File: src/afdpm_pkg.sv
// Constants, register map and types shared by the level monitor
package afdpm_pkg;
  localparam int NCH = 4;
  localparam int SW = 8;
  localparam int MW = 13;
  localparam int LW = NCH * SW;
  localparam int FIFO_DEPTH = 32;
  localparam int FRAME_W = 25;
  localparam int SUB_N = 5;
  localparam int SUB_DATA = 4;
  localparam int FD_MAX_LAT_CYC = 30;

  // Serial control port register addresses
  localparam logic [14:0] ADDR_FD_FLAGS = 15'h0040;
  localparam logic [14:0] ADDR_UP_LO = 15'h0247;
  localparam logic [14:0] ADDR_UP_HI = 15'h0248;
  localparam logic [14:0] ADDR_LO_LO = 15'h0249;
  localparam logic [14:0] ADDR_LO_HI = 15'h024a;
  localparam logic [14:0] ADDR_DW_LO = 15'h024b;
  localparam logic [14:0] ADDR_DW_HI = 15'h024c;
  localparam logic [14:0] ADDR_MON_CTRL = 15'h0270;
  localparam logic [14:0] ADDR_PER_B0 = 15'h0271;
  localparam logic [14:0] ADDR_PER_B1 = 15'h0272;
  localparam logic [14:0] ADDR_PER_B2 = 15'h0273;
  localparam logic [14:0] ADDR_PEAK_LO = 15'h0274;
  localparam logic [14:0] ADDR_PEAK_HI = 15'h0275;
  localparam logic [14:0] ADDR_LINK_EN_A = 15'h0279;
  localparam logic [14:0] ADDR_LINK_EN_B = 15'h027a;
  localparam logic [14:0] ADDR_CTRL_BITS = 15'h0280;

  // Field positions
  localparam int MON_EN_BIT = 1;
  localparam int MON_SEL_LSB = 4;
  localparam int LINK_EN_A_BIT = 0;
  localparam int LINK_EN_B_BIT = 1;
  localparam int CB_MON_TOP_BIT = 2;

  // Reset values
  localparam logic [MW-1:0] UP_THR_RST = 13'h1fff;
  localparam logic [MW-1:0] LO_THR_RST = 13'h0000;
  localparam logic [15:0] DWELL_RST = 16'h0001;
  localparam logic [23:0] PERIOD_RST = 24'h00_0080;
  localparam logic [7:0] BYTE_RST = 8'h00;

  // Serial control port framing
  localparam logic [4:0] SPI_CMD_LAST = 5'h0f;
  localparam logic [4:0] SPI_DATA_LAST = 5'h07;

  typedef enum logic [1:0] {
    SP_IDLE = 2'b00,
    SP_ADDR = 2'b01,
    SP_DATA = 2'b11,
    SP_DONE = 2'b10
  } afdpm_spi_t;
endpackage

File: src/afdpm_fifo.sv
// Flop-based FIFO in the link sample path
`timescale 1ns/1ps
module afdpm_fifo #(
  parameter int W = 32,
  parameter int D = 32
) (
  input wire logic clock,
  input wire logic sys_rst,
  input wire logic [W-1:0] inData,
  input wire logic inValid,
  output logic inReady,
  output logic [W-1:0] outData,
  output logic outValid,
  input wire logic outReady
);
  localparam int AW = $clog2(D);
  logic [W-1:0] mem [D];
  logic [AW:0] wrPtrQ;
  logic [AW:0] rdPtrQ;
  wire logic push = inValid && inReady;
  wire logic pop = outValid && outReady;
  wire logic full = (wrPtrQ[AW] != rdPtrQ[AW]) && (wrPtrQ[AW-1:0] == rdPtrQ[AW-1:0]);
  wire logic empty = wrPtrQ == rdPtrQ;

  assign inReady = !full;
  assign outValid = !empty;
  assign outData = mem[rdPtrQ[AW-1:0]];

  always_ff @(posedge clock) begin
    if (push) begin
      mem[wrPtrQ[AW-1:0]] <= inData;
    end
  end

  always_ff @(posedge clock) begin
    if (sys_rst) begin
      wrPtrQ <= '0;
      rdPtrQ <= '0;
    end else begin
      if (push) begin
        wrPtrQ <= wrPtrQ + 1'b1;
      end
      if (pop) begin
        rdPtrQ <= rdPtrQ + 1'b1;
      end
    end
  end
endmodule

File: src/afdpm_monitor.sv
// Fast detect, overrange, peak monitor and control-bit insertion
//
// Function
// - Overrange indicator follows the input with the same latency as its sample.
// - With control bits enabled, overrange can ride as a link control bit.
// - Four independent fast-detect circuits, one output pin per channel.
// - Fast-detect flag sets at once when magnitude exceeds upper threshold.
// - Flag clears only after magnitude stays below lower threshold beyond dwell.
// - Upper threshold comes from its register pair, compared with magnitude.
// - Flag asserts within 30 clocks of crossing the upper threshold.
// - Lower threshold is 13 bits, compared at full resolution.
// - Dwell time programmable 1 to 65535 sample clocks via register pair.
// - Peak detector tracks magnitude only, result 13 bits wide.
// - Measurement period is a global 24-bit count of output samples.
// - On enable the period loads a countdown timer ticking per sample.
// - Store seeds with current magnitude, then keeps the larger value.
// - At count 1 copy peak to holding, reload timer, reseed store.
// - Up to three control bits per sample, filled from the top position.
// - Peak sent as 25-bit frame, MSB first, five subframes with start bits.
`timescale 1ns/1ps
module afdpm_monitor
  import afdpm_pkg::*;
(
  input wire logic clock,
  input wire logic sys_rst,
  input wire logic [NCH-1:0][SW-1:0] sampleIn,
  input wire logic [NCH-1:0] overrangeIn,
  input wire logic sampleValid,
  output logic sampleReady,
  output logic [NCH-1:0] overrangeOut,
  output logic fastDetectOutCh0,
  output logic fastDetectOutCh1,
  output logic fastDetectOutCh2,
  output logic fastDetectOutCh3,
  output logic [LW-1:0] linkData,
  output logic linkValid,
  input wire logic linkReady,
  input wire logic spiCsN,
  input wire logic spiSclk,
  input wire logic spiSdi,
  output logic spiSdo,
  output logic spiSdoOe
);
  ////////////////////////////////////////////////////////////////////////////
  function automatic logic [MW-1:0] mag13(input logic [SW-1:0] s);
    logic [SW-1:0] a;
    a = s[SW-1] ? SW'(~s + 1'b1) : s;
    return {a, {(MW - SW){1'b0}}};
  endfunction

  function automatic logic [MW-1:0] max13(input logic [MW-1:0] a, input logic [MW-1:0] b);
    return (a > b) ? a : b;
  endfunction

  function automatic logic [FRAME_W-1:0] buildFrame(input logic [MW-1:0] p);
    logic [SUB_N*SUB_DATA-1:0] d;
    logic [FRAME_W-1:0] f;
    d = {{(SUB_N * SUB_DATA - MW){1'b0}}, p};
    f = '0;
    for (int i = 0; i < SUB_N; i++) begin
      f[FRAME_W-1-i*(SUB_DATA+1) -: SUB_DATA+1] =
        {1'b1, d[SUB_N*SUB_DATA-1-i*SUB_DATA -: SUB_DATA]};
    end
    return f;
  endfunction

  function automatic logic [SW-1:0] packWord(input logic [SW-1:0] s, input logic [1:0] cs,
                                             input logic [2:0] cb);
    case (cs)
      2'd0: packWord = s;
      2'd1: packWord = {s[SW-1:1], cb[2]};
      2'd2: packWord = {s[SW-1:2], cb[2:1]};
      default: packWord = {s[SW-1:3], cb};
    endcase
  endfunction

  ////////////////////////////////////////////////////////////////////////////
  // Registers
  logic [MW-1:0] upThrQ;
  logic [MW-1:0] loThrQ;
  logic [15:0] dwellQ;
  logic [7:0] monCtrlQ;
  logic [23:0] periodQ;
  logic [7:0] linkEnAQ;
  logic [7:0] linkEnBQ;
  logic [7:0] ctrlBitsQ;
  logic [MW-1:0] holdQ;
  logic fdQ [NCH];
  logic [NCH-1:0] fdVec;
  logic [7:0] rdMux;

  // Serial control port
  afdpm_spi_t spiStQ;
  logic [4:0] bitCntQ;
  logic [23:0] shQ;
  logic rwQ;
  logic [14:0] addrQ;
  logic [7:0] rdShQ;
  logic sclkQ;
  logic sdoQ;
  logic oeQ;

  wire logic sclkRise = spiSclk && !sclkQ;
  wire logic sclkFall = !spiSclk && sclkQ;
  wire logic [14:0] addrNow = {shQ[13:0], spiSdi};
  wire logic [7:0] wrData = {shQ[6:0], spiSdi};
  wire logic wrEn = (spiStQ == SP_DATA) && sclkRise && (bitCntQ == SPI_DATA_LAST) && !rwQ;
  wire logic cmdDone = (spiStQ == SP_ADDR) && sclkRise && (bitCntQ == SPI_CMD_LAST);

  assign spiSdo = sdoQ;
  assign spiSdoOe = oeQ;

  always_ff @(posedge clock) begin
    if (sys_rst) begin
      sclkQ <= 1'b0;
    end else begin
      sclkQ <= spiSclk;
    end
  end

  // No streaming: one address, one byte per chip-select frame
  always_ff @(posedge clock) begin
    if (sys_rst || spiCsN) begin
      spiStQ <= SP_IDLE;
      bitCntQ <= '0;
      shQ <= '0;
      rwQ <= 1'b0;
      addrQ <= '0;
      rdShQ <= '0;
      sdoQ <= 1'b0;
      oeQ <= 1'b0;
    end else begin
      if (sclkRise) begin
        shQ <= {shQ[22:0], spiSdi};
        bitCntQ <= bitCntQ + 5'd1;
      end
      case (spiStQ)
        SP_IDLE: spiStQ <= SP_ADDR;
        SP_ADDR: begin
          if (cmdDone) begin
            rwQ <= shQ[14];
            addrQ <= addrNow;
            rdShQ <= rdMux;
            bitCntQ <= '0;
            spiStQ <= SP_DATA;
          end
        end
        SP_DATA: begin
          if (sclkFall && rwQ) begin
            sdoQ <= rdShQ[7];
            rdShQ <= {rdShQ[6:0], 1'b0};
            oeQ <= 1'b1;
          end
          if (sclkRise && bitCntQ == SPI_DATA_LAST) begin
            spiStQ <= SP_DONE;
          end
        end
        SP_DONE: spiStQ <= SP_DONE;
        default: spiStQ <= SP_IDLE;
      endcase
    end
  end

  always_comb begin
    for (int c = 0; c < NCH; c++) begin
      fdVec[c] = fdQ[c];
    end
  end

  // Read answers from the address just shifted in
  always_comb begin
    case (addrNow)
      ADDR_FD_FLAGS: rdMux = {4'h0, fdVec};
      ADDR_UP_LO: rdMux = upThrQ[7:0];
      ADDR_UP_HI: rdMux = {3'h0, upThrQ[12:8]};
      ADDR_LO_LO: rdMux = loThrQ[7:0];
      ADDR_LO_HI: rdMux = {3'h0, loThrQ[12:8]};
      ADDR_DW_LO: rdMux = dwellQ[7:0];
      ADDR_DW_HI: rdMux = dwellQ[15:8];
      ADDR_MON_CTRL: rdMux = monCtrlQ;
      ADDR_PER_B0: rdMux = periodQ[7:0];
      ADDR_PER_B1: rdMux = periodQ[15:8];
      ADDR_PER_B2: rdMux = periodQ[23:16];
      ADDR_PEAK_LO: rdMux = holdQ[7:0];
      ADDR_PEAK_HI: rdMux = {3'h0, holdQ[12:8]};
      ADDR_LINK_EN_A: rdMux = linkEnAQ;
      ADDR_LINK_EN_B: rdMux = linkEnBQ;
      ADDR_CTRL_BITS: rdMux = ctrlBitsQ;
      default: rdMux = 8'h00;
    endcase
  end

  // Flag register ignores writes; its flags are hardware state
  always_ff @(posedge clock) begin
    if (sys_rst) begin
      upThrQ <= UP_THR_RST;
      loThrQ <= LO_THR_RST;
      dwellQ <= DWELL_RST;
      monCtrlQ <= BYTE_RST;
      periodQ <= PERIOD_RST;
      linkEnAQ <= BYTE_RST;
      linkEnBQ <= BYTE_RST;
      ctrlBitsQ <= BYTE_RST;
    end else if (wrEn) begin
      case (addrQ)
        ADDR_UP_LO: upThrQ[7:0] <= wrData;
        ADDR_UP_HI: upThrQ[12:8] <= wrData[4:0];
        ADDR_LO_LO: loThrQ[7:0] <= wrData;
        ADDR_LO_HI: loThrQ[12:8] <= wrData[4:0];
        ADDR_DW_LO: dwellQ[7:0] <= wrData;
        ADDR_DW_HI: dwellQ[15:8] <= wrData;
        ADDR_MON_CTRL: monCtrlQ <= wrData;
        ADDR_PER_B0: periodQ[7:0] <= wrData;
        ADDR_PER_B1: periodQ[15:8] <= wrData;
        ADDR_PER_B2: periodQ[23:16] <= wrData;
        ADDR_LINK_EN_A: linkEnAQ <= wrData;
        ADDR_LINK_EN_B: linkEnBQ <= wrData;
        ADDR_CTRL_BITS: ctrlBitsQ <= wrData;
        default: ;
      endcase
    end
  end

  ////////////////////////////////////////////////////////////////////////////
  // Sample intake; a full FIFO stalls the converter stream
  logic fifoInReady;
  wire logic take = sampleValid && fifoInReady;
  assign sampleReady = fifoInReady;

  always_ff @(posedge clock) begin
    if (sys_rst) begin
      overrangeOut <= '0;
    end else if (take) begin
      overrangeOut <= overrangeIn;
    end
  end

  ////////////////////////////////////////////////////////////////////////////
  // Fast detect, one per channel; one-clock latency, well inside 30
  for (genvar c = 0; c < NCH; c++) begin : g_fd
    logic [15:0] dwCntQ;
    wire logic [MW-1:0] chMag = mag13(sampleIn[c]);
    wire logic above = chMag > upThrQ;
    wire logic below = chMag < loThrQ;
    always_ff @(posedge clock) begin
      if (sys_rst) begin
        fdQ[c] <= 1'b0;
        dwCntQ <= '0;
      end else if (take) begin
        if (above) begin
          fdQ[c] <= 1'b1;
          dwCntQ <= '0;
        end else if (below) begin
          if (fdQ[c] && dwCntQ >= dwellQ) begin
            fdQ[c] <= 1'b0;
            dwCntQ <= '0;
          end else if (dwCntQ != 16'hffff) begin
            dwCntQ <= dwCntQ + 16'd1;
          end
        end else begin
          dwCntQ <= '0;
        end
      end
    end
  end

  assign fastDetectOutCh0 = fdQ[0];
  assign fastDetectOutCh1 = fdQ[1];
  assign fastDetectOutCh2 = fdQ[2];
  assign fastDetectOutCh3 = fdQ[3];

  ////////////////////////////////////////////////////////////////////////////
  // Peak monitor on the selected channel
  logic runQ;
  logic seedQ;
  logic [23:0] timerQ;
  logic [MW-1:0] peakQ;
  wire logic monEn = monCtrlQ[MON_EN_BIT];
  wire logic [1:0] monSel = monCtrlQ[MON_SEL_LSB +: 2];
  wire logic [MW-1:0] monMag = mag13(sampleIn[monSel]);
  wire logic [MW-1:0] curPeak = seedQ ? monMag : max13(peakQ, monMag);
  wire logic xfer = runQ && monEn && take && (timerQ <= 24'd1);

  // Period of 0 behaves as 1 rather than wrapping to a huge count
  always_ff @(posedge clock) begin
    if (sys_rst) begin
      runQ <= 1'b0;
      seedQ <= 1'b1;
      timerQ <= '0;
      peakQ <= '0;
      holdQ <= '0;
    end else if (!monEn) begin
      runQ <= 1'b0;
    end else if (!runQ) begin
      runQ <= 1'b1;
      timerQ <= periodQ;
      seedQ <= 1'b1;
    end else if (take) begin
      peakQ <= curPeak;
      if (timerQ <= 24'd1) begin
        holdQ <= curPeak;
        timerQ <= periodQ;
        seedQ <= 1'b1;
      end else begin
        timerQ <= timerQ - 24'd1;
        seedQ <= 1'b0;
      end
    end
  end

  ////////////////////////////////////////////////////////////////////////////
  // Frame serializer, one bit per accepted sample
  logic [FRAME_W-1:0] frameQ;
  logic [4:0] bitsLeftQ;
  wire logic linkMonOn = linkEnAQ[LINK_EN_A_BIT] && linkEnBQ[LINK_EN_B_BIT];
  wire logic monBit = (bitsLeftQ != 5'd0) && frameQ[FRAME_W-1];

  // A new result restarts the frame; keep the period at 25 or more
  always_ff @(posedge clock) begin
    if (sys_rst) begin
      frameQ <= '0;
      bitsLeftQ <= '0;
    end else if (take) begin
      if (xfer && linkMonOn) begin
        frameQ <= buildFrame(curPeak);
        bitsLeftQ <= 5'(FRAME_W);
      end else if (bitsLeftQ != 5'd0) begin
        frameQ <= {frameQ[FRAME_W-2:0], 1'b0};
        bitsLeftQ <= bitsLeftQ - 5'd1;
      end
    end
  end

  ////////////////////////////////////////////////////////////////////////////
  // Control-bit insertion; the control bits replace low sample bits
  logic [LW-1:0] linkWord;
  wire logic [1:0] csCnt = ctrlBitsQ[1:0];
  wire logic monTop = ctrlBitsQ[CB_MON_TOP_BIT] && linkMonOn;

  always_comb begin
    for (int c = 0; c < NCH; c++) begin
      linkWord[c*SW +: SW] = packWord(sampleIn[c], csCnt,
        {monTop ? monBit : overrangeIn[c], fdQ[c], overrangeIn[c]});
    end
  end

  afdpm_fifo #(
    .W(LW),
    .D(FIFO_DEPTH)
  ) u_fifo (
    .clock(clock),
    .sys_rst(sys_rst),
    .inData(linkWord),
    .inValid(sampleValid),
    .inReady(fifoInReady),
    .outData(linkData),
    .outValid(linkValid),
    .outReady(linkReady)
  );
endmodule

File: config.mk
export PLATFORM = sky130hd
export DESIGN_NAME = afdpm_monitor
export DESIGN_NICKNAME = d
export VERILOG_FILES = /design/src/afdpm_pkg.sv /design/src/afdpm_fifo.sv /design/src/afdpm_monitor.sv
export SDC_FILE = /design/constraint.sdc
export NUM_CORES = 2
export LEC_CHECK = 0
export BUFFER_PORTS_ARGS = -buffer_cell sky130_fd_sc_hd__buf_2
export CELL_PAD_IN_SITES_DETAIL_PLACEMENT = 0
export CELL_PAD_IN_SITES_GLOBAL_PLACEMENT = 1
export CORE_UTILIZATION = 35
export CTS_CLUSTER_DIAMETER = 200
export CTS_CLUSTER_SIZE = 25
export DETAILED_ROUTE_END_ITERATION = 16
export GPL_TIMING_DRIVEN = 0
export PLACE_DENSITY = 0.56
export SLEW_MARGIN = 20
export SYNTH_ARGS = -nofsm -noshare
export SYNTH_HDL_FRONTEND = slang
export SYNTH_HIERARCHICAL = 1
export SYNTH_SLANG_ARGS = --single-unit
File: constraint.sdc
create_clock -name clock -period 11.7 [get_ports clock]
set_clock_uncertainty 0.2 [all_clocks]
set_input_delay 2.34 -clock clock [delete_from_list [all_inputs] [get_ports clock]]
set_output_delay 2.34 -clock clock [all_outputs]
set_load 0.1 [all_outputs]
Word level (Yosys, flattened, before mapping)
Memory sizes are Yosys's and may differ from the RTL's. A register that Yosys moved wholly into a read port is not among the register bits.
Cells that the tools add are included.
{"block": "totals", "reg_bits": 309, "ramBits": 1028, "in_bits": 43, "output_inout_bits": 44, "elab_cells": 298, "n_memories": 2}
{"name": "u_fifo.mem", "depth": 32, "width": 32, "read_ports": 1, "rd_clocked_by_memory_dff": 1, "wr": 1, "line_no": "afdpm_fifo.sv:17", "rtl": "logic [W-1:0] mem [D];"}
{"name": "fdQ", "depth": 4, "width": 1, "read_ports": 4, "rd_clocked_by_memory_dff": 0, "wr": 4, "line_no": "afdpm_monitor.sv:88", "rtl": "logic fdQ [NCH];"}
{"block": "op_classes", "addsub": 14, "n_lt_le_gt_ge": 15, "eq_ne": 51, "muxes": 108, "bitwise_logic": 13, "n_reduce_logical": 59}
{"cell": "equality test 15 x 10 -> 1 bit, second input constant", "count": 28}
{"cell": "2-to-1 mux 16 bit", "count": 16}
{"cell": "one-hot mux 8 bit (16 select lines)", "count": 1}
{"cell": "2-to-1 mux 24 bit", "count": 3}
{"cell": "greater-than comparator 13 bit", "count": 5}
{"cell": "adder 16 x 1 -> 16 bit, second input constant", "count": 4}
{"cell": "greater-or-equal comparator 16 bit", "count": 4}
{"cell": "2-to-1 mux 8 bit", "count": 8}
{"cell": "!= test 16 bit, second input constant", "count": 4}
{"cell": "2-to-1 mux 1 bit", "count": 60}
{"cell": "less-than comparator 13 bit", "count": 4}
{"cell": "2-to-1 mux 25 bit", "count": 2}
{"cell": "AND reduction 2 bit", "count": 22}
{"cell": "adder 8 x 1 -> 8 bit, second input constant", "count": 5}
{"cell": "NOT 8 bit", "count": 5}
{"cell": "one-hot mux 3 bit (3 select lines)", "count": 4}
{"cell": "2-to-1 mux 5 bit", "count": 7}
{"cell": "2-to-1 mux 13 bit", "count": 2}
{"cell": "<= comparator 24 x 1 -> 1 bit, second input constant", "count": 1}
{"cell": "subtractor 24 x 1 -> 24 bit, second input constant", "count": 1}
{"cell": "logical AND 1 bit", "count": 23}
{"cell": "binary-select mux 8 bit (select 2 bit)", "count": 1}
{"cell": "!= test 4 x 2 -> 1 bit, second input constant", "count": 4}
{"cell": "one-hot mux 8 bit (2 select lines)", "count": 1}
{"cell": "24 further kinds", "count": 45}

Depth between registers and ports, before layout
{"block": "depth", "word_depth": 10, "ltp_mapped": 16, "depth_no_buf": 14}

Cells and area by module
Netlist, hierarchy kept.
{"module": "afdpm_fifo", "instances": 1, "cells_per_inst": 2312, "area_per_inst_um2": 40586.4, "seq_area_each_um2": 31089.8}
{"module": "afdpm_monitor", "instances": 1, "cells_per_inst": 2285, "area_per_inst_um2": 18646.6, "seq_area_each_um2": 6065.8}

Worst setup path before layout
OpenSTA, ideal clock, no wires.
{"block": "synth_path", "kind": "input -> register", "startpoint": "input port sampleIn[24] (netlist name)", "endpoint": "register peakQ[10]", "setup_ns": 0.086, "arrival_time_ns": 5.252, "required_ns": 11.414, "setup_slack_ns": 6.163, "path_stages": 15, "n_path_buf": 1, "cell_sequence": "mux4_2 > inv_1 > ha_1 > nand2_1 > o31ai_1 > xor2_1 > ha_1 > a21o_1 > a21oi_1 > nor2_1 > a31o_2 > a21oi_1 > clkbuf_1 > nor2_1 > a211oi_1"}
{"block": "synth_via", "elab_chain_len": 8}
{"item": "start, declared", "line_no": "afdpm_monitor.sv:26", "rtl": "input wire logic [NCH-1:0][SW-1:0] sampleIn,"}
{"item": "binary-select mux 8 bit (select 2 bit) *", "line_no": "afdpm_monitor.sv:280", "rtl": "wire logic [MW-1:0] monMag = mag13(sampleIn[monSel]);"}
{"item": "2-to-1 mux 8 bit (implied by the code) *", "line_no": "afdpm_monitor.sv:280"}
{"item": "NOT 8 bit", "line_no": "afdpm_monitor.sv:47", "rtl": "a = s[SW-1] ? SW'(~s + 1'b1) : s;"}
{"item": "adder 8 x 1 -> 8 bit", "line_no": "afdpm_monitor.sv:47"}
{"item": "2-to-1 mux 8 bit *", "line_no": "afdpm_monitor.sv:47"}
{"item": "greater-than comparator 13 bit", "line_no": "afdpm_monitor.sv:52", "rtl": "return (a > b) ? a : b;"}
{"item": "2-to-1 mux 13 bit", "line_no": "afdpm_monitor.sv:52"}
{"item": "2-to-1 mux 13 bit *", "line_no": "afdpm_monitor.sv:281", "rtl": "wire logic [MW-1:0] curPeak = seedQ ? monMag : max13(peakQ, monMag);"}
{"item": "end signal, assigned", "line_no": "afdpm_monitor.sv:299", "rtl": "peakQ <= curPeak;"}
{"item": "end, declared", "line_no": "afdpm_monitor.sv:277", "rtl": "logic [MW-1:0] peakQ;"}
Every way passes the cells marked *; elsewhere a longest branch is shown, timed or not. The select of a mux whose other input is x is not followed.
A chain may end at the register's enable or synchronous reset.

==> out/qor.csv <==
metric;value;unit
maxSlewHeadroom;0.198;
clkLatencyLatePin;0.76;ns
achievable-frequency;0.145;GHz
remaining_drc_errors;0;
synth.lib_cells_used.distinct;97;
final_hold_viol_count;0;
cts_root_buffer;sky130_fd_sc_hd__clkbuf_16;
drv_cap;0;
layout_min_cycle_time;6.88;ns
tritoncts.num_buffers;59;
first_pass_grt_wire_length;272;mm
die_w;413;µm
cp_slowest_cell;sky130_fd_sc_hd__a31oi_1;
post_layout_nonfiller_instances;7010;
regToRegSetupSlack;6.78;ns
finalSetupViolCount;0;
crit_path_start_kind;register;
endpoint_kind;output pin;
dr_total_vias;38300;
postSynth.topFlopCell;sky130_fd_sc_hd__edfxtp_1;
worst-path-max-fanout;10;
reg2reg_from;monCtrlQ[5];
final.period_utilization;0.588;
hp-start;frameQ[15];
critPathRequiredTime;9.16;ns
design.core.area;168000;µm²
reg2reg_depth;16;
final_layout_size_suffix_gt1_frac;0.0831;
maximum_number_of_pins_on_one_net_before_global_route_repair;42;
placed_cells_incl_taps;6929;
destination_of_the_worst_register_to_register_timing_path;peakQ[12];
number_of_enable_type_register_cells_in_the_synthesized_netlist;1028;
worst_hold_path_type;reg -> reg;
syn_to_layout_area_delta;10.2;%
number_of_nets_produced_by_synthesis;4795;
status;finished, final reports clean;
cts.htree.levels;2;
design_power_total;9130;µW
mostFrequentLayoutCell;sky130_fd_sc_hd__edfxtp_1;
ys_ff_latch;1342;
layout_common_cells;sky130_fd_sc_hd__edfxtp_1 (1028), sky130_fd_sc_hd__mux2i_1 (631), sky130_fd_sc_hd__nand2_1 (397);
leakagePower;0.0206;µW
detail_route.first_pass.iterations;7;
tritoncts_clock_tree;built;
die-height;413;µm
global_route.overflow_total;0;
drtAntennaViolNets;0;
grt_pass1_vias;37000;
cp_num_buf_inv;5;
globalplace.congestion;0.856;
ys_warn_count;6;
io_pins;87;
cts_max_path_buffers;3;
hold-path-cell-count;2;
worst_case_vdd_ir_drop;124;µV
vias_per_cell;5.47;
timing.critical_path.slowest_cell_delay;0.50;ns
postRouteWirelength;192;mm
hold-worst-slack;0.248;ns
path_clk_slew;0.12;ns
layout.nets;4984;
cts_post_setup_buffers_inserted;0;
antenna_found_initial;12;
syn-cell-area;59200;µm²
detail_route.wl_per_cell;27.4;µm
actual_slew_at_the_worst_max_slew_pin;1.19;ns
drt_iter0_drc;3127;
clock_sink_count;1342;
timing.critical_path.max_delay_family;buffers and inverters;
avg_synthesized_cell_area;12.9;µm²
synth_seq_area_share;0.627;
syn-instance-count;4597;
crit_chain;buf_2 -> buf_4 -> buf_2 -> buf_2 -> mux2i_1 -> nand2_1 -> a31oi_1 -> nand3_1 -> buf_2;
post-dp-hpwl;134;mm
filler_cell_count;16100;
synth-async-reset-ratio;0;
setup_total_negative_slack;0;ns
pins_over_slew_limit;0;
initial_core_util;0.353;
worstPathArrival;4.34;ns
grt_setup_unrepaired;no;
post_cts_resize_count;0;
power_density;140;nW/µm²
crit_path_kind;reg -> out;
cts-hold-fix-buffers;0;
whs_endpoint;frameQ[16];
placementRows;150;
cell_with_the_most_instances_on_the_worst_path;sky130_fd_sc_hd__buf_2;
dieArea;171000;µm²
port-buffer-count;85;
track_usage;0.221;
==> synth_stat cells (20+ instances only) <==
cell type / count / area [µm²]
sky130_fd_sc_hd__a211oi_1: 36 / 270
sky130_fd_sc_hd__a21oi_1: 241 / 1210
sky130_fd_sc_hd__a22o_1: 65 / 569
sky130_fd_sc_hd__a22oi_1: 130 / 976
sky130_fd_sc_hd__a31oi_1: 78 / 488
sky130_fd_sc_hd__and2_1: 28 / 175
sky130_fd_sc_hd__and3_1: 22 / 138
sky130_fd_sc_hd__buf_1: 25 / 93.8
sky130_fd_sc_hd__buf_2: 52 / 260
sky130_fd_sc_hd__buf_4: 38 / 285
sky130_fd_sc_hd__clkbuf_1: 142 / 533
sky130_fd_sc_hd__dfxtp_1: 314 / 6290
sky130_fd_sc_hd__edfxtp_1: 1028 / 30900
sky130_fd_sc_hd__ha_1: 155 / 1940
sky130_fd_sc_hd__inv_1: 96 / 360
sky130_fd_sc_hd__mux2i_1: 631 / 6320
sky130_fd_sc_hd__nand2_1: 397 / 1490
sky130_fd_sc_hd__nand2b_1: 23 / 144
sky130_fd_sc_hd__nand3_1: 164 / 821
sky130_fd_sc_hd__nand4_1: 53 / 332
sky130_fd_sc_hd__nor2_1: 266 / 998
sky130_fd_sc_hd__nor2b_1: 21 / 131
sky130_fd_sc_hd__nor3_1: 93 / 465
sky130_fd_sc_hd__nor4_1: 36 / 225
sky130_fd_sc_hd__o211ai_1: 21 / 158
sky130_fd_sc_hd__o21ai_0: 91 / 455
sky130_fd_sc_hd__o32ai_1: 22 / 193
sky130_fd_sc_hd__or3_1: 20 / 125
sky130_fd_sc_hd__xnor2_1: 31 / 272
==> worst max-delay path by stage <==
stage                     slack (ns)    startpoint  cells after the start                 to
after floorplan                 6.16  sampleIn[24]                     15          peakQ[10]
after global placement          4.57   sampleIn[7]                     12  g_fd[0].dwCntQ[1]
final                           4.82      register                      9       linkData[17]
after detailed placement        4.56   sampleIn[7]                     12  g_fd[0].dwCntQ[1]
after CTS                       4.70      register                      9       linkData[17]
after global routing            4.72      register                      9       linkData[17]
==> per-stage QoR <==
| stage | utilization | setup WS, ns | cell area [µm²] |
|---|---|---|---|
| floorplan | - | 6.16 | 59200 |
| global placement | 0.372 | 4.57 | 62400 |
| detailed placement | 0.380 | 4.56 | 63700 |
| CTS | 0.389 | 4.70 | 65300 |
| global route | 0.389 | 4.72 | 65300 |
| finish | 0.390 | 4.82 | 65300 |
==> cell type report <==
type                    instances  area (µm²)  share of cell area
diodes                          6        15.0            0.000230
plain buffers                 260        1210              0.0185
clock buffers                  72        1530              0.0234
clock inverters                 3        68.8             0.00105
inverters                      98         368             0.00563
multi-input cells            2897       20800               0.318
flip-flops and latches       1342       37200               0.569
well taps                    2204        2760              0.0422
repair buffers                128        1400              0.0215
==> tightest hold or removal path, stage by stage, from the launching register on <==
cell and delay (ns):
sky130_fd_sc_hd__dfxtp_1 0.33, sky130_fd_sc_hd__nand2_1 0.05, sky130_fd_sc_hd__a21oi_1 0.05
==> metal layers <==
layer	GRT usage	up-vias	part of all wire
met3	0.0227	187	0.039
met5	0	-	0.00023
met2	0.379	825	0.49
li1	-	17800	-
met4	0.0612	8	0.028
met1	0.295	19500	0.44
==> flip-flops by register name, summed over array words and instances (netlist names), 13 cells and up, named ones only <==
signal / flops
periodQ: 24
peakQ: 13
u_fifo/mem: 1024
frameQ: 25
loThrQ: 13
timerQ: 24
shQ: 15
addrQ: 15
g_fd.dwCntQ: 64
upThrQ: 13
holdQ: 13
dwellQ: 16
==> logic make-up (layout without fill, tap and decap cells) <==
kind of cell	after synthesis	in the layout	share of synthesized area
multiplexers	657	657	0.114
XOR/XNOR	45	45	0.00678
adder cells (fa/ha/maj)	155	155	0.0327
buffers and inverters	358	561	0.0266
AND/OR/NAND/NOR	1220	1220	0.101
flip-flops	1342	1342	0.627
other	0	6	0
AO/OA/AOI/OAI	820	820	0.0920
==> power by group <==
group / switching, µW / leakage, µW / internal [µW] / total, µW
Combinational: 1130 / 0.00800 / 370 / 1500
Clock: 1520 / 0.000770 / 929 / 2450
Sequential: 18.9 / 0.0118 / 5150 / 5170
Total: 2670 / 0.0206 / 6450 / 9130
No activity file was read; power rests on OpenSTA's default activity.
